**config.mk**
```make
export PLATFORM = sky130hd
export DESIGN_NAME = ipv4_acl_entry_matcher
export DESIGN_NICKNAME = d
export VERILOG_FILES = /design/src/acl_pkg.sv /design/src/tri_match.sv /design/src/addr_match.sv /design/src/ipv4_acl_entry_matcher.sv
export SDC_FILE = /design/constraint.sdc
export NUM_CORES = 1
export LEC_CHECK = 0
export BUFFER_PORTS_ARGS = -buffer_cell sky130_fd_sc_hd__buf_2
export CAP_MARGIN = 20
export CORE_UTILIZATION = 61
export CTS_CLUSTER_SIZE = 24
export DETAILED_ROUTE_END_ITERATION = 12
export PLACE_DENSITY = 0.86
export SETUP_SLACK_MARGIN = 0.02
export SLEW_MARGIN = 20
export SYNTH_ARGS = -nofsm -noshare
export SYNTH_HDL_FRONTEND = slang
export SYNTH_SLANG_ARGS = --single-unit
```
**constraint.sdc**
```tcl
create_clock -name sys_clk -period 3.5 [get_ports sys_clk]
set_clock_uncertainty 0.2 [all_clocks]
set_input_delay 0.525 -clock sys_clk [delete_from_list [all_inputs] [get_ports sys_clk]]
set_output_delay 0.525 -clock sys_clk [all_outputs]
set_load 0.01 [all_outputs]
```
**src/acl_pkg.sv**
```systemverilog
package acl_pkg;
    // frame type selector
    typedef enum logic [1:0] {
        FT_ANY  = 2'b00,
        FT_ETH  = 2'b01,
        FT_ARP  = 2'b10,
        FT_IPV4 = 2'b11
    } frame_type_t;
    // protocol filter modes
    typedef enum logic [2:0] {
        PF_ANY  = 3'b000,
        PF_SPEC = 3'b001,
        PF_ICMP = 3'b010,
        PF_UDP  = 3'b011,
        PF_TCP  = 3'b100
    } proto_filt_t;
    // three-way flag modes
    typedef enum logic [1:0] {
        TRI_ANY = 2'b00,
        TRI_NO  = 2'b01,
        TRI_YES = 2'b10
    } tri_mode_t;
    // address filter modes
    typedef enum logic [1:0] {
        AF_ANY  = 2'b00,
        AF_HOST = 2'b01,
        AF_NET  = 2'b10
    } addr_filt_t;
    // one-bit any/specific
    typedef enum logic {
        SEL_ANY  = 1'b0,
        SEL_SPEC = 1'b1
    } sel_mode_t;
    localparam logic [7:0] PROTO_ICMP = 8'h01;
    localparam logic [7:0] PROTO_TCP = 8'h06;
    localparam logic [7:0] PROTO_UDP = 8'h11;
    // register offsets
    localparam logic [3:0] REG_CTRL = 4'h0;
    localparam logic [3:0] REG_PROTO = 4'h1;
    localparam logic [3:0] REG_SRC_ADDR = 4'h2;
    localparam logic [3:0] REG_SRC_MASK = 4'h3;
    localparam logic [3:0] REG_DST_ADDR = 4'h4;
    localparam logic [3:0] REG_DST_MASK = 4'h5;
    localparam logic [3:0] REG_ICMP = 4'h6;
    localparam logic [3:0] REG_STATUS = 4'h7;
    // ctrl field positions
    localparam int CTRL_FT_LSB = 0;
    localparam int CTRL_PF_LSB = 2;
    localparam int CTRL_TTL_LSB = 5;
    localparam int CTRL_FRAG_LSB = 7;
    localparam int CTRL_OPT_LSB = 9;
    localparam int CTRL_SRC_LSB = 11;
    localparam int CTRL_DST_LSB = 13;
    localparam int CTRL_ITYPE_BIT = 15;
    localparam int CTRL_ICODE_BIT = 16;
    // reset values
    localparam logic [31:0] CTRL_RST = 32'h0000_0000;
    localparam logic [31:0] WORD_RST = 32'h0000_0000;
    localparam logic [7:0] BYTE_RST = 8'h00;
endpackage

```
**src/tri_match.sv**
```systemverilog
// three-way flag criterion
module tri_match (
    // setting and frame flag
    input wire logic [1:0] mode,
    input wire logic flag,
    // result
    output logic ok
);
    // no forbids set flag, yes and any pass
    always_comb begin
        ok = 1'b1;
        if (mode == acl_pkg::TRI_NO) begin
            ok = ~flag;
        end
    end
endmodule

```
**src/addr_match.sv**
```systemverilog
// address criterion: any, host or network
module addr_match #(
    parameter int W = 32
) (
    // setting
    input wire logic [1:0] mode,
    input wire logic [W-1:0] cfg_addr,
    input wire logic [W-1:0] cfg_mask,
    // frame address
    input wire logic [W-1:0] frm_addr,
    // result
    output logic ok
);
    // compare under mode
    always_comb begin
        case (mode)
            acl_pkg::AF_HOST: ok = (frm_addr == cfg_addr);
            acl_pkg::AF_NET: ok = ((frm_addr ^ cfg_addr) & cfg_mask) == '0;
            default: ok = 1'b1;
        endcase
    end
endmodule

```
**src/ipv4_acl_entry_matcher.sv**
```systemverilog
// Implementation choices: the register addresses and strobed register access.
module ipv4_acl_entry_matcher #(
    parameter int AW = 32
) (
    // clock and reset
    input wire logic sys_clk,
    input wire logic rst_n,
    // register port
    input wire logic [3:0] reg_addr,
    input wire logic [31:0] reg_wdata,
    input wire logic reg_wr,
    input wire logic reg_rd,
    output logic [31:0] reg_rdata,
    // parsed frame from parser
    input wire logic frm_valid,
    input wire logic frm_is_ipv4,
    input wire logic [7:0] frm_proto,
    input wire logic [7:0] frm_ttl,
    input wire logic frm_more_frag,
    input wire logic [12:0] frm_frag_off,
    input wire logic frm_options,
    input wire logic [AW-1:0] frm_src_addr,
    input wire logic [AW-1:0] frm_dst_addr,
    input wire logic [7:0] frm_icmp_type,
    input wire logic [7:0] frm_icmp_code,
    // result to action pipeline
    output logic hit_valid,
    output logic hit,
    output logic tcp_criteria_en,
    output logic udp_criteria_en
);
    logic [31:0] ctrl_r, ctrl_nxt;
    logic [7:0] proto_r, proto_nxt;
    logic [AW-1:0] src_addr_r, src_addr_nxt, src_mask_r, src_mask_nxt;
    logic [AW-1:0] dst_addr_r, dst_addr_nxt, dst_mask_r, dst_mask_nxt;
    logic [7:0] itype_r, itype_nxt, icode_r, icode_nxt;
    logic [31:0] rdata_r, rdata_nxt;
    logic hit_valid_r, hit_valid_nxt, hit_r, hit_nxt;
    logic [15:0] hit_cnt_r, hit_cnt_nxt;
    logic [1:0] ft_sel, ttl_mode, frag_mode, opt_mode, src_mode, dst_mode;
    logic [2:0] pf_sel;
    logic itype_sel, icode_sel;
    logic ipv4_ok, proto_ok, ttl_ok, frag_ok, opt_ok, src_ok, dst_ok, icmp_ok;
    logic fragmented, match_all;

    // control field slices
    assign ft_sel = ctrl_r[acl_pkg::CTRL_FT_LSB +: 2];
    assign pf_sel = ctrl_r[acl_pkg::CTRL_PF_LSB +: 3];
    assign ttl_mode = ctrl_r[acl_pkg::CTRL_TTL_LSB +: 2];
    assign frag_mode = ctrl_r[acl_pkg::CTRL_FRAG_LSB +: 2];
    assign opt_mode = ctrl_r[acl_pkg::CTRL_OPT_LSB +: 2];
    assign src_mode = ctrl_r[acl_pkg::CTRL_SRC_LSB +: 2];
    assign dst_mode = ctrl_r[acl_pkg::CTRL_DST_LSB +: 2];
    assign itype_sel = ctrl_r[acl_pkg::CTRL_ITYPE_BIT];
    assign icode_sel = ctrl_r[acl_pkg::CTRL_ICODE_BIT];

    // register writes and read mux
    always_comb begin
        ctrl_nxt = ctrl_r;
        proto_nxt = proto_r;
        src_addr_nxt = src_addr_r;
        src_mask_nxt = src_mask_r;
        dst_addr_nxt = dst_addr_r;
        dst_mask_nxt = dst_mask_r;
        itype_nxt = itype_r;
        icode_nxt = icode_r;
        rdata_nxt = 32'h0000_0000;
        if (reg_wr) begin
            case (reg_addr)
                acl_pkg::REG_CTRL: ctrl_nxt = {15'h0000, reg_wdata[16:0]};
                acl_pkg::REG_PROTO: proto_nxt = reg_wdata[7:0];
                acl_pkg::REG_SRC_ADDR: src_addr_nxt = reg_wdata[AW-1:0];
                acl_pkg::REG_SRC_MASK: src_mask_nxt = reg_wdata[AW-1:0];
                acl_pkg::REG_DST_ADDR: dst_addr_nxt = reg_wdata[AW-1:0];
                acl_pkg::REG_DST_MASK: dst_mask_nxt = reg_wdata[AW-1:0];
                acl_pkg::REG_ICMP: begin
                    itype_nxt = reg_wdata[7:0];
                    icode_nxt = reg_wdata[15:8];
                end
                default: ;
            endcase
        end
        if (reg_rd) begin
            case (reg_addr)
                acl_pkg::REG_CTRL: rdata_nxt = ctrl_r;
                acl_pkg::REG_PROTO: rdata_nxt = {24'h00_0000, proto_r};
                acl_pkg::REG_SRC_ADDR: rdata_nxt = src_addr_r;
                acl_pkg::REG_SRC_MASK: rdata_nxt = src_mask_r;
                acl_pkg::REG_DST_ADDR: rdata_nxt = dst_addr_r;
                acl_pkg::REG_DST_MASK: rdata_nxt = dst_mask_r;
                acl_pkg::REG_ICMP: rdata_nxt = {16'h0000, icode_r, itype_r};
                acl_pkg::REG_STATUS: rdata_nxt = {15'h0000, hit_r, hit_cnt_r};
                default: rdata_nxt = 32'h0000_0000;
            endcase
        end
    end

    // frame-type and protocol criteria
    always_comb begin
        ipv4_ok = (ft_sel == acl_pkg::FT_IPV4) && frm_is_ipv4;
        case (pf_sel)
            acl_pkg::PF_SPEC: proto_ok = (frm_proto == proto_r);
            acl_pkg::PF_ICMP: proto_ok = (frm_proto == acl_pkg::PROTO_ICMP);
            acl_pkg::PF_UDP: proto_ok = (frm_proto == acl_pkg::PROTO_UDP);
            acl_pkg::PF_TCP: proto_ok = (frm_proto == acl_pkg::PROTO_TCP);
            default: proto_ok = 1'b1;
        endcase
    end

    // ttl: zero mode admits only ttl of zero
    always_comb begin
        case (ttl_mode)
            acl_pkg::TRI_NO: ttl_ok = (frm_ttl == 8'h00);
            default: ttl_ok = 1'b1;
        endcase
    end

    assign fragmented = frm_more_frag | (frm_frag_off != 13'h0000);

    // fragment criterion, yes requires fragmented
    always_comb begin
        case (frag_mode)
            acl_pkg::TRI_NO: frag_ok = ~fragmented;
            acl_pkg::TRI_YES: frag_ok = fragmented;
            default: frag_ok = 1'b1;
        endcase
    end

    tri_match u_opt (
        .mode(opt_mode),
        .flag(frm_options),
        .ok(opt_ok)
    );

    addr_match #(.W(AW)) u_src (
        .mode(src_mode),
        .cfg_addr(src_addr_r),
        .cfg_mask(src_mask_r),
        .frm_addr(frm_src_addr),
        .ok(src_ok)
    );

    addr_match #(.W(AW)) u_dst (
        .mode(dst_mode),
        .cfg_addr(dst_addr_r),
        .cfg_mask(dst_mask_r),
        .frm_addr(frm_dst_addr),
        .ok(dst_ok)
    );

    // icmp type and code, only under icmp mode
    always_comb begin
        icmp_ok = 1'b1;
        if (pf_sel == acl_pkg::PF_ICMP) begin
            if (itype_sel == acl_pkg::SEL_SPEC && frm_icmp_type != itype_r) begin
                icmp_ok = 1'b0;
            end
            if (icode_sel == acl_pkg::SEL_SPEC && frm_icmp_code != icode_r) begin
                icmp_ok = 1'b0;
            end
        end
    end

    // and of all criteria
    assign match_all = ipv4_ok & proto_ok & ttl_ok & frag_ok & opt_ok
        & src_ok & dst_ok & icmp_ok;

    // result register and hit counter
    always_comb begin
        hit_valid_nxt = frm_valid;
        hit_nxt = frm_valid ? match_all : hit_r;
        hit_cnt_nxt = hit_cnt_r;
        if (frm_valid && match_all) begin
            hit_cnt_nxt = hit_cnt_r + 16'h0001;
        end
    end

    // state registers
    always_ff @(posedge sys_clk) begin
        if (!rst_n) begin
            ctrl_r <= acl_pkg::CTRL_RST;
            proto_r <= acl_pkg::BYTE_RST;
            src_addr_r <= acl_pkg::WORD_RST[AW-1:0];
            src_mask_r <= acl_pkg::WORD_RST[AW-1:0];
            dst_addr_r <= acl_pkg::WORD_RST[AW-1:0];
            dst_mask_r <= acl_pkg::WORD_RST[AW-1:0];
            itype_r <= acl_pkg::BYTE_RST;
            icode_r <= acl_pkg::BYTE_RST;
            rdata_r <= acl_pkg::WORD_RST;
            hit_valid_r <= 1'b0;
            hit_r <= 1'b0;
            hit_cnt_r <= 16'h0000;
        end else begin
            ctrl_r <= ctrl_nxt;
            proto_r <= proto_nxt;
            src_addr_r <= src_addr_nxt;
            src_mask_r <= src_mask_nxt;
            dst_addr_r <= dst_addr_nxt;
            dst_mask_r <= dst_mask_nxt;
            itype_r <= itype_nxt;
            icode_r <= icode_nxt;
            rdata_r <= rdata_nxt;
            hit_valid_r <= hit_valid_nxt;
            hit_r <= hit_nxt;
            hit_cnt_r <= hit_cnt_nxt;
        end
    end

    // outputs
    assign reg_rdata = rdata_r;
    assign hit_valid = hit_valid_r;
    assign hit = hit_r;
    assign tcp_criteria_en = (pf_sel == acl_pkg::PF_TCP);
    assign udp_criteria_en = (pf_sel == acl_pkg::PF_UDP);

    property p_non_ipv4_no_hit;
        @(posedge sys_clk) disable iff (!rst_n)
        (frm_valid && (!frm_is_ipv4 || ft_sel != acl_pkg::FT_IPV4)) |=> !hit;
    endproperty
    a_non_ipv4_no_hit: assert property (p_non_ipv4_no_hit)
        else $error("hit on a frame that is not selected ipv4");

    property p_proto_spec;
        @(posedge sys_clk) disable iff (!rst_n)
        (frm_valid && pf_sel == acl_pkg::PF_SPEC && frm_proto != proto_r) |=> !hit;
    endproperty
    a_proto_spec: assert property (p_proto_spec)
        else $error("hit with wrong specific protocol");

    property p_icmp_proto;
        @(posedge sys_clk) disable iff (!rst_n)
        (frm_valid && pf_sel == acl_pkg::PF_ICMP && frm_proto != acl_pkg::PROTO_ICMP)
            |=> !hit;
    endproperty
    a_icmp_proto: assert property (p_icmp_proto)
        else $error("icmp entry hit on non-icmp frame");

    property p_ttl_zero;
        @(posedge sys_clk) disable iff (!rst_n)
        (frm_valid && ttl_mode == acl_pkg::TRI_NO && frm_ttl != 8'h00) |=> !hit;
    endproperty
    a_ttl_zero: assert property (p_ttl_zero)
        else $error("ttl zero entry hit on nonzero ttl");

    property p_frag;
        @(posedge sys_clk) disable iff (!rst_n)
        (frm_valid && frag_mode == acl_pkg::TRI_YES && !fragmented) |=> !hit;
    endproperty
    a_frag: assert property (p_frag)
        else $error("fragment yes hit on unfragmented frame");

    property p_opt;
        @(posedge sys_clk) disable iff (!rst_n)
        (frm_valid && opt_mode == acl_pkg::TRI_NO && frm_options) |=> !hit;
    endproperty
    a_opt: assert property (p_opt)
        else $error("options no hit on frame with options");

    property p_src_host;
        @(posedge sys_clk) disable iff (!rst_n)
        (frm_valid && src_mode == acl_pkg::AF_HOST && frm_src_addr != src_addr_r)
            |=> !hit;
    endproperty
    a_src_host: assert property (p_src_host)
        else $error("source host mismatch but hit");

    property p_dst_net;
        @(posedge sys_clk) disable iff (!rst_n)
        (frm_valid && dst_mode == acl_pkg::AF_NET
            && ((frm_dst_addr ^ dst_addr_r) & dst_mask_r) != '0) |=> !hit;
    endproperty
    a_dst_net: assert property (p_dst_net)
        else $error("destination network mismatch but hit");

    property p_all_hit;
        @(posedge sys_clk) disable iff (!rst_n)
        frm_valid |=> (hit == $past(match_all)) && hit_valid;
    endproperty
    a_all_hit: assert property (p_all_hit)
        else $error("hit does not follow combined criteria");
endmodule

```
Word level (Yosys, flattened, before mapping)
Index checks and enable logic that the tools add are counted.
{ "totals": {"ff_bits": 219, "inputBits": 153, "out_inout_bits": 36, "word_cells": 82} }
{ "classes": {"n_addsub": 1, "n_eq_ne": 28, "muxes": 10, "bitwise": 14, "reduce_logical": 17} }
{ "ops": {"columns": ["operator", "n"], "rows": [
  ["32-bit one-hot mux with 8 select lines", 1],
  ["32-bit AND", 2],
  ["32-bit equality test", 2],
  ["32-bit logical NOT", 2],
  ["32-bit bitwise XOR", 2],
  ["16-bit by 1-bit adder with 16-bit output, second input constant", 1],
  ["4-bit by 3-bit equality test with 1-bit output, second input constant", 4],
  ["8-bit != test", 2],
  ["2-bit AND reduction", 8],
  ["13-bit nonzero test", 1],
  ["2-bit by 1-bit equality test with 1-bit output, second input constant", 5],
  ["2-bit equality test, second input constant", 4],
  ["4-bit by 2-bit equality test with 1-bit output, second input constant", 2],
  ["8-bit by 1-bit equality test with 1-bit output, second input constant", 1],
  ["8-bit by 3-bit equality test with 1-bit output, second input constant", 1],
  ["8-bit by 5-bit equality test with 1-bit output, second input constant", 1],
  ["8-bit equality test", 1],
  ["8-bit logical NOT", 1],
  ["1-bit AND", 7],
  ["3-bit by 2-bit equality test with 1-bit output, second input constant", 2],
  ["1-bit one-hot mux with 2 select lines", 3],
  ["1-bit 2-to-1 mux", 5],
  ["4-bit by 1-bit equality test with 1-bit output, second input constant", 1],
  ["1-bit logical AND", 4],
  ["6 further kinds", 7]
]} }

Depth between registers and ports, before layout
Gate-level depths: netlist of run 1.
{ "logic_depth": {"ltp_word": 10, "depth_mapped": 11, "ltp_nobuf": 10} }

Hierarchy
A second synthesis of run 1 with hierarchy kept.
{ "hier_totals": {"hier_cells": 1272, "hier_area_um2": 10121.0} }
{ "modules_own_cells": {"columns": ["module", "n_inst", "cells_per_inst", "area_per_inst_um2", "seq_area_each_um2"], "rows": [
  ["ipv4_acl_entry_matcher", 1, 1131, 9002.4, 4384.2],
  ["addr_match", 2, 70, 555.5, 0.0],
  ["tri_match", 1, 1, 7.5, 0.0]
]} }

Worst setup path after synthesis of run 1
No wires, ideal clock.
{ "synth_timing": {"path_type": "input port to flip-flop", "from": "in frm_dst_addr[31]", "to": "reg hit_cnt_r[5]", "setup_time_ns": 0.119, "arrival_ns": 2.199, "required_time_ns": 3.181, "path_slack_ns": 0.982, "path_stages": 8, "n_path_buf": 1, "cell_sequence": "xor2_1 -> or4_1 -> nor4_1 -> a41oi_1 -> a21oi_4 -> buf_6 -> nand4_1 -> mux2i_1"} }
{ "synth_between": {"elab_chain_len": 7, "word_cells_on_any_way": 8, "classes_between": "1 x eq/ne; 1 x mux; 4 x bitwise; 2 x reduce/logical"} }
{ "synth_lines": {"columns": ["element", "line_no", "rtl"], "rows": [
  ["start, declared", "ipv4_acl_entry_matcher.sv:23", "input wire logic [AW-1:0] frm_dst_addr,"],
  ["32-bit bitwise XOR", "addr_match.sv:18", "acl_pkg::AF_NET: ok = ((frm_addr ^ cfg_addr) & cfg_mask) == '0;"],
  ["32-bit AND", "addr_match.sv:18", null],
  ["32-bit logical NOT", "addr_match.sv:18", null],
  ["1-bit one-hot mux with 2 select lines (*)", "addr_match.sv:16", "case (mode)"],
  ["1-bit AND (*) (2 in series)", "ipv4_acl_entry_matcher.sv:166", "& src_ok & dst_ok & icmp_ok;"],
  ["1-bit logical AND (*)", "ipv4_acl_entry_matcher.sv:173", "if (frm_valid && match_all) begin"],
  ["end signal, assigned", "ipv4_acl_entry_matcher.sv:205", "hit_cnt_r <= hit_cnt_nxt;"],
  ["end, declared", "ipv4_acl_entry_matcher.sv:39", "logic [15:0] hit_cnt_r, hit_cnt_nxt;"]
]} }
Mark *: on every way between the ends. The rest lies on a longest branch, timed or not.
A chain may end at the register's enable or synchronous reset.

Worst setup path after layout of run 1
{ "layout_timing": {"from": "reg ctrl_r[2]", "to": "reg hit_cnt_r[0]"} }
{ "layout_between": {"elab_chain_len": 10, "word_cells_on_any_way": 14, "classes_between": "4 x eq/ne; 2 x mux; 7 x bitwise; 1 x reduce/logical"} }
{ "layout_lines": {"columns": ["element", "line_no", "rtl"], "rows": [
  ["start, declared", "ipv4_acl_entry_matcher.sv:32", "logic [31:0] ctrl_r, ctrl_nxt;"],
  ["start signal, assigned", "ipv4_acl_entry_matcher.sv:181", "ctrl_r <= acl_pkg::CTRL_RST;"],
  ["start signal, assigned", "ipv4_acl_entry_matcher.sv:194", "ctrl_r <= ctrl_nxt;"],
  ["3-bit equality test, or another cell as far along", "ipv4_acl_entry_matcher.sv:101", "case (pf_sel)"],
  ["1-bit one-hot mux with 4 select lines", "ipv4_acl_entry_matcher.sv:101", null],
  ["1-bit AND (4 in series)", "ipv4_acl_entry_matcher.sv:165", "assign match_all = ipv4_ok & proto_ok & ttl_ok & frag_ok & opt_ok"],
  ["1-bit AND (2 in series)", "ipv4_acl_entry_matcher.sv:166", null],
  ["1-bit AND (*)", "ipv4_acl_entry_matcher.sv:166", null],
  ["1-bit logical AND (*)", "ipv4_acl_entry_matcher.sv:173", null]
]} }
Marks and branches as above.

==> flow_metrics.tcl, run 1 <==
set metrics [dict create \
    final_cell_mix "nand2_1 (373), dfxtp_1 (219), buf_2 (187), a21boi_0 (170), a22oi_1 (75)" \
    wl_um 36400 \
    pre_cts_slack_ps 451 \
    grtUsageTotal 0.396 \
    fin_area_um2 12500 \
    final_cells 1698 \
    cts_tree "built" \
    cts_root_buffer "clkbuf_16" \
    cp_max_fo 15 \
    synth_cells 1308 \
    ys_seq_elements 219 \
    antenna_cells 0 \
    grt_max_degree 204 \
    crit_path_end_kind "flip-flop" \
    nets 1618 \
    netlist_area_um2 10700 \
    cpMostUsedCell "nor2_1" \
    p_sw_w 0.00132 \
    start_util 0.622 \
    cts.clk_slew.worst_paths_ps 60 \
    whs_path_depth 2 \
    cts_resized 0 \
    synthArstFlopShare 0 \
    placed_cell_area_um2 11800 \
    r2r_setup_slack_ps 640 \
    post_drt_wl_per_cell_um 21.5 \
    synth-edff-count 0 \
    cp-endpoint "hit_cnt_r[0]" \
    required_ps 3740 \
    remaining_drc_errors 0 \
    first_pass_iters 6 \
    post-cts-setup-buffer-count 0 \
    yosysSeqAreaShare 0.409 \
    finalWeightedCongestion 1.05 \
    fin_crit_ps 2860 \
    drtIter0Drc 1572 \
    port_buffers 188 \
    cts.htree.levels 1 \
    synth_warnings 0 \
    status "finished clean" \
    min_period_over_period 0.816 \
    final_antenna_net_count 0 \
    dp_hpwl_um 25400 \
    setup_tns_ps 0 \
    maxCapViolations 0 \
    coreArea_um2 17200 \
    worst_slack_ps 644 \
    r2r_end "hit_cnt_r[0]" \
    p_leak_nw 4.59 \
    placed_cells 1658 \
    path_class "reg -> reg" \
    cts_made_buffers 23 \
    fillCellCount 1300 \
    setup_viol 0 \
    crit_chain "nor2_2 -> nand2_2 -> inv_2 -> nor2_1 -> nor2_1 -> o22a_1 -> o311a_1 -> o32ai_4 -> nand3_1 -> mux2i_1" \
    ir_worst_vdd_uv 363 \
    die_y_um 135 \
    synth_cell_type_count 55 \
    maxSlewHeadroom 0.394 \
    hold_viol 0 \
    fmax_ghz 0.350 \
    synthFlopType "dfxtp_1" \
    critPathLaunchType "flip-flop" \
    grt_pass1_vias 10060 \
    p_seq_frac 0.477 \
    layout_commonest_cell "nand2_1" \
    arrival_ps 3100 \
    cts_hold_buf 0 \
    clock_sinks 219 \
    syn_area_per_cell_um2 8.19 \
    finalMaxSlewViolations 0 \
    r2r.worst_path.cells 10 \
    drive_gt1_frac 0.179 \
    rows 48 \
    rsz0062_at_grt "no" \
    avgViaCountPerCell 6.41 \
    r2r-start "ctrl_r[2]" \
    area_delta_synth_final_pct 16.9 \
    clk_latency_ps 520 \
    overflow 0 \
    antenna_found_initial 1 \
    via_count 10876 \
    die-area_um2 18100 \
    p_int_w 0.00402 \
    p_clk_frac 0.441 \
    combPwrFrac 0.083 \
    startpoint "ctrl_r[2]" \
    top_level_ports 189 \
    cp_slowest_cell "o32ai_4" \
    grt_first_pass_wirelength_um 55100 \
    min_path_type "in -> reg" \
    syn_nets 1468 \
    clk_path_buf_depth 3 \
    die_w_um 135 \
    tightest_slew_ps 904 \
    switching_share 0.247 \
    slowest_delay_ps 660 \
    p_per_area_nw_per_um2 426 \
]
cells in the mapped netlist (10+ instances only):
master | number | area share
inv_1 | 25 | 0.0088
mux2i_1 | 16 | 0.015
xnor2_1 | 36 | 0.029
nor2_1 | 18 | 0.0063
a22o_1 | 13 | 0.011
nor3_1 | 11 | 0.0051
nand2b_1 | 20 | 0.012
a21boi_0 | 170 | 0.12
nor4_1 | 16 | 0.0093
a21oi_1 | 17 | 0.0079
nand2_1 | 373 | 0.13
dfxtp_1 | 219 | 0.41
nand3_1 | 18 | 0.0084
clkbuf_1 | 80 | 0.028
a221oi_1 | 14 | 0.011
a22oi_1 | 75 | 0.053
xor2_1 | 48 | 0.039
a31oi_1 | 18 | 0.011
and3_1 | 10 | 0.0058
nand4_1 | 29 | 0.017
how the worst min path moves through the flow:
stage / start / to / slack (ps)
after CTS: frm_valid / hit_valid / 50
after global routing: frm_valid / hit_valid / 70
after floorplan: dst_mask_r[10] / dst_mask_r[10] / 240
after global placement: dst_mask_r[10] / dst_mask_r[10] / 250
final: frm_valid / hit_valid / 50
after detailed placement: dst_mask_r[10] / dst_mask_r[10] / 260
power groups by stage:
stage	Clock (W)	Combinational, W	Sequential [W]
after floorplan	0	0.000206	0.00259
after global placement	0	0.000415	0.00260
after detailed placement	0	0.000420	0.00260
after CTS	0.00234	0.000424	0.00254
after global routing	0.00243	0.000460	0.00255
final	0.00235	0.000441	0.00255
metal layers:
layer  wire length [µm]  vias up  GRT usage
li1                   -     4843          -
met1              13900     5067      0.526
met2              16400      823      0.626
met3               4570      141     0.0815
met4               1570        2      0.170
met5                  9        -          0
cell families after synthesis:
| family | after synthesis | share of synthesized area |
|---|---|---|
| xor+xnor | 84 | 0.0687 |
| buf+inv | 112 | 0.0412 |
| simple gates | 519 | 0.210 |
| flops | 219 | 0.409 |
| compound gates | 344 | 0.241 |
| mux | 23 | 0.0223 |
| fa+ha+maj | 7 | 0.00818 |
worst max-delay path, delay by kind of cell, from the launching register on:
kind / cells / cell delay (ps)
muxes: 1 / 240
AOI/OAI and AO/OA: 3 / 1150
and+or+nand+nor: 5 / 640
DFF: 1 / 450
buffers and inverters: 1 / 90
registers in the layout (all words and copies together), names as in the netlist:
| register | flops |
|---|---|
| src_mask_r | 32 |
| reg_rdata | 32 |
| icode_r | 8 |
| dst_mask_r | 32 |
| hit_cnt_r | 16 |
| src_addr_r | 32 |
| hit_valid | 1 |
| itype_r | 8 |
| dst_addr_r | 32 |
| proto_r | 8 |
| ctrl_r | 17 |
| hit | 1 |
final cells by class:
class                   count  area, µm²  share of cell area
clock buffers              35        681              0.0543
flip-flops and latches    219       4380               0.350
repair buffers            211       1140              0.0911
multi-input cells         977       5910               0.472
clock inverters             5       28.8             0.00230
well taps                 225        282              0.0225
inverters                  26       97.6             0.00779
metrics by stage:
stage | hold slack, ps | utilization | power [W]
4_1_cts | 48.7 | 0.727 | 0.00531
5_1_grt | 66.1 | 0.727 | 0.00543
2_1_floorplan | 243 | - | 0.00280
3_5_place_dp | 261 | 0.685 | 0.00302
3_3_place_gp | 253 | 0.685 | 0.00301
6_report | 45.6 | 0.727 | 0.00534
No activity file was read; power rests on OpenSTA's default activity.
==> run 2, diff against run 1 <==
Settings changed: CORE_UTILIZATION 61 to 56, PLACE_DENSITY 0.86 to 0.8.
Clock period 3.5 ns to 2.85 ns, I/O delays scaled along.
==> run 2 against run 1 <==
The run now ends with hold timing left. Global-route usage fell by 2.0 points. Maximum frequency grew 12%. Final cell count rose by 2.8%. Hold slack worse by 48 ps. Count of clock-buffer cells in the layout decreased by 3. Flip-flop and latch count is the same. Routed wire length is 1.9% higher. Sequential share of layout area shrank 1.1 points. Critical path type unchanged. Largest cell class unchanged. Highest routed layer unchanged.
==> flow_metrics.tcl, run 2 (synthesized netlist as in run 1, its figures left out) <==
set metrics [dict create \
    status "finished with violations" \
    violations "hold timing" \
    cpMostUsedCell "nand4_1" \
    cts.clk_slew.worst_paths_ps 60 \
    cts_hold_buf 10 \
    cp_max_fo 8 \
    grt_max_degree 182 \
    antenna_found_initial 1 \
    clk_path_buf_depth 3 \
    avgViaCountPerCell 6.14 \
    post-cts-setup-buffer-count 0 \
    final_antenna_net_count 0 \
    ir_worst_vdd_uv 467 \
    final_cell_mix "nand2_1 (373), dfxtp_1 (219), buf_2 (187), a21boi_0 (170), a22oi_1 (75)" \
    cts_root_buffer "clkbuf_16" \
    crit_chain "xnor2_1 -> a2bb2oi_1 -> o211ai_1 -> nor4_1 -> nand4_1 -> a21oi_4 -> buf_4 -> nand4_1 -> mux2i_1" \
    path_delay_family "compound AO/OA/AOI/OAI gates" \
    cts.htree.levels 1 \
    hold_viol 1 \
    layout_commonest_cell "nand2_1" \
    min_period_over_period 0.894 \
    via_count 10717 \
    multiInputGateArea_um2 5920 \
    cts_made_buffers 24 \
    first_pass_iters 6 \
    nets 1655 \
    die_w_um 140 \
    fillCellCount 1501 \
    finalWeightedCongestion 0.985 \
    cts_resized 0 \
    path_class "reg -> reg" \
    die_y_um 140 \
    critPathBufInv 1 \
    dp_hpwl_um 26500 \
    finalMaxSlewViolations 0 \
    crit_path_end_kind "flip-flop" \
    start_util 0.573 \
    remaining_drc_errors 0 \
    p_total_w 0.00691 \
    critPathLaunchType "flip-flop" \
    drive_gt1_frac 0.197 \
    rows 50 \
    top_level_ports 189 \
    min_path_type "in -> reg" \
    rsz0062_at_grt "no" \
    p_per_area_nw_per_um2 534 \
    cp_slowest_cell "xnor2_1" \
    maxCapViolations 0 \
    overflow 0 \
    port_buffers 188 \
    grtUsageTotal 0.376 \
    seq_area_um2 4380 \
    area_delta_synth_final_pct 20.9 \
    setup_tns_ps 0 \
    p_leak_nw 4.83 \
    die-area_um2 19700 \
    fmax_ghz 0.392 \
    arrival_ps 2760 \
    slowest_delay_ps 360 \
    post_drt_wl_per_cell_um 21.3 \
    clk_latency_ps 530 \
    setup_viol 0 \
    coreArea_um2 18700 \
    grt_first_pass_wirelength_um 57000 \
    wl_um 37100 \
    required_ps 3060 \
    clock_sinks 219 \
    whs_ps -2.26 \
    drtIter0Drc 1232 \
    fin_crit_ps 2550 \
    maxSlewHeadroom 0.535 \
    cts_tree "built" \
    antenna_cells 0 \
    tightest_slew_ps 697 \
    grt_pass1_vias 10153 \
]
-- run 2: changes by cell type in the layout (fill, tap and decap cells not counted), sizes merged --
cell,change
buf,+26
dlygate4sd3,+10
clkbuf,-3
clkinv,+3
bufinv,+2
clkinvlp,+1
-- run 2: area by class of cell --
class	count	share of cell area
clock buffer	32	0.0550
multi-input combinational	977	0.457
inverter	26	0.00754
timing repair buffer	247	0.111
sequential	219	0.339
clock inverter	11	0.00860
tap	234	0.0226
-- run 2: path summary, 6_finish.rpt --
path | depth (start not counted) | start | slack [ps] | endpoint
worst max-delay path | 9 | dst_addr_r[16] | 300 | hit_cnt_r[8]
worst min-delay path | 3 | reg_wdata[30] | -2 | src_mask_r[30]
worst max register to register | 9 | dst_addr_r[16] | 300 | hit_cnt_r[8]
worst min register to register | 2 | dst_mask_r[31] | 290 | dst_mask_r[31]
-- run 2: per-stage QoR --
step | worst slack (ps) | std cells | hold WS (ps) | util | instance area, µm²
CTS | 321 | 1746 | 0.127 | 0.692 | 12900
detailed placement | 123 | 1693 | 263 | 0.643 | 12000
floorplan | 429 | 1308 | 243 | - | 10700
finish | 301 | 1746 | -2.26 | 0.692 | 12900
global placement | 120 | 1693 | 254 | 0.643 | 12000
global route | 151 | 1746 | 6.37 | 0.692 | 12900
-- run 2: worst register-to-register path, cell delays in order (launching register included) --
cell and delay [ps]:
dfxtp_1 330, xnor2_1 360, a2bb2oi_1 230, o211ai_1 120, nor4_1 280, nand4_1 190
a21oi_4 260, buf_4 190, nand4_1 110, mux2i_1 140
-- run 2: routing by layer --
layer	track usage	part of all wire	up-vias
li1	-	-	4922
met1	0.503	0.40	4999
met2	0.602	0.45	686
met3	0.0790	0.11	108
met4	0.131	0.036	2
met5	0	0.00040	-
-- run 2: power breakdown --
group	total [W]	internal (W)	switching, W
Combinational	0.000568	0.000227	0.000341
Clock	0.00322	0.00193	0.00128
Sequential	0.00312	0.00309	0.0000324
Total	0.00691	0.00525	0.00166
==> run 3, diff against run 2 <==
Settings changed: RECOVER_POWER from default to 100.
Clock period 2.85 ns to 2.65 ns, I/O delays scaled along.
==> run 3 against run 2 <==
The flow finishes with violations (capacitance limit, slew limit). Routed wire length rose by 0.76%. Clock power up 2%. Maximum frequency fell by 1.2%. Final cell count is 0.74% higher. First-iteration DRC count rose by 18%. Sequential power up 7.7%. Combinational power is 12% higher. Global-route usage is essentially flat. Critical path type unchanged.
==> flow_metrics.tcl, run 3 (synthesized netlist as in run 1, its figures left out) <==
set metrics [dict create \
    area_delta_synth_final_pct 21.2 \
    ir_worst_vdd_uv 438 \
    antenna_found_initial 0 \
    p_per_area_nw_per_um2 559 \
    p_total_w 0.00727 \
    cts_tree "built" \
    avgViaCountPerCell 6.15 \
    cts.htree.levels 1 \
    arrival_ps 2770 \
    violations "capacitance limit, slew limit" \
    layout_commonest_cell "nand2_1" \
    p_leak_nw 4.71 \
    cts_made_buffers 23 \
    grt_first_pass_wirelength_um 56600 \
    fmax_ghz 0.388 \
    cts.clk_slew.worst_paths_ps 70 \
    clk_latency_ps 530 \
    required_ps 2840 \
    cp_slowest_cell "or4_4" \
    post_drt_wl_per_cell_um 21.3 \
    remaining_drc_errors 0 \
    top_level_ports 189 \
    clock_sinks 219 \
    hold_viol 0 \
    via_count 10824 \
    overflow 0 \
    wl_um 37400 \
    postLayoutCoreUtil 0.694 \
    fin_crit_ps 2580 \
    setup_viol 0 \
    multiInputGateArea_um2 5930 \
    pre_cts_slack_ps -87.3 \
    die_w_um 140 \
    final_cell_mix "nand2_1 (373), dfxtp_1 (219), a21boi_0 (170), buf_2 (153), a22oi_1 (75)" \
    dp_hpwl_um 26400 \
    crit_chain "xor2_1 -> or4_4 -> nor4_4 -> a41oi_2 -> a21oi_4 -> buf_12 -> nand4_1 -> mux2i_1" \
    setup_tns_ps 0 \
    rsz0062_at_grt "yes" \
    first_pass_iters 6 \
    cp_max_fo 14 \
    slowest_delay_ps 550 \
    clk_path_buf_depth 3 \
    critPathLaunchType "flip-flop" \
    min_period_over_period 0.974 \
    combPwrFrac 0.088 \
    maxCapViolations 1 \
    path_class "reg -> reg" \
    drtIter0Drc 1449 \
    whs_path_depth 3 \
    finalMaxSlewViolations 204 \
    crit_path_end_kind "flip-flop" \
    p_clk_frac 0.450 \
    maxSlewHeadroom -0.306 \
    die-area_um2 19700 \
    path_delay_family "simple AND/OR/NAND/NOR gates" \
    cts_root_buffer "clkbuf_16" \
    port_buffers 188 \
    tightest_slew_ps 1960 \
    die_y_um 140 \
    r2r.worst_path.cells 8 \
    p_seq_frac 0.462 \
    p_int_w 0.00548 \
    status "finished with violations" \
    rows 50 \
    worst_slack_ps 70.0 \
    switching_share 0.245 \
    grt_max_degree 204 \
    coreArea_um2 18700 \
    cp.depth 8 \
    drive_gt1_frac 0.172 \
    critPathBufInv 1 \
    grt_pass1_vias 10369 \
    start_util 0.573 \
    finalWeightedCongestion 0.955 \
    fillCellCount 1573 \
    min_path_type "in -> reg" \
    final_antenna_net_count 0 \
    grtUsageTotal 0.376 \
    seq_area_um2 4380 \
    p_sw_w 0.00178 \
    nets 1669 \
]
-- run 3: cell types whose count changed in the layout (fill, tap and decap cells not counted), moves of 3 or more --
cell,delta
dlygate4sd3_1,+6
buf_12,+3
buf_4,-4
clkbuf_1,+42
buf_2,-34
-- run 3: final cells by class --
class                           instances  share of cell area
Antenna cell                            1            0.000193
Clock buffer                           31              0.0497
Clock inverter                          9             0.00732
Inverter                               26             0.00751
Multi-Input combinational cell        977               0.457
Sequential cell                       219               0.338
Tap cell                              234              0.0225
Timing Repair Buffer                  262               0.118
-- run 3: what timing repair did --
| action | in CTS | in global routing |
|---|---|---|
| buffers inserted | 0 | 0 |
| endpoints found under the setup margin | 0 | 7 |
| resized for setup | 0 | 5 |
| hold buffers | 16 | 0 |
| endpoints found under the hold margin | 59 | 0 |
-- run 3: final timing paths --
kind                               startpoint            end  slack (ps)
worst max register to register  dst_addr_r[5]  hit_cnt_r[12]          70
worst min register to register  hit_cnt_r[15]  hit_cnt_r[15]         270
worst min-delay path             reg_wdata[9]  src_mask_r[9]           3
worst max-delay path            dst_addr_r[5]  hit_cnt_r[12]          70
-- run 3: layer usage --
metal | GRT usage | vias to the layer above | wire (µm)
met2 | 0.579 | 727 | 16400
met4 | 0.194 | 0 | 1820
li1 | - | 4952 | -
met3 | 0.0903 | 143 | 4430
met5 | 0 | - | 0
met1 | 0.490 | 5002 | 14700
-- run 3: power by group through the flow --
stage / Combinational (W) / Sequential (W) / Clock (W)
finish: 0.000638 / 0.00336 / 0.00327
global route: 0.000668 / 0.00336 / 0.00339
CTS: 0.000612 / 0.00336 / 0.00325
detailed placement: 0.000591 / 0.00343 / 0
global placement: 0.000585 / 0.00343 / 0
floorplan: 0.000272 / 0.00342 / 0
-- run 3: per-stage QoR --
step                      hold slack, ps  std cells  cell area (µm²)
after floorplan                      243       1308            10700
after global placement               251       1702            12100
after detailed placement             263       1702            12100
after CTS                          0.299       1758            13000
after global routing                30.4       1758            13000
final                               2.77       1759            13000
-- run 3: worst register-to-register path: stages (launching register included) --
cell and delay, ps:
dfxtp_1 330, xor2_1 210, or4_4 550, nor4_4 310, a41oi_2 180, a21oi_4 260
buf_12 170, nand4_1 100, mux2i_1 140
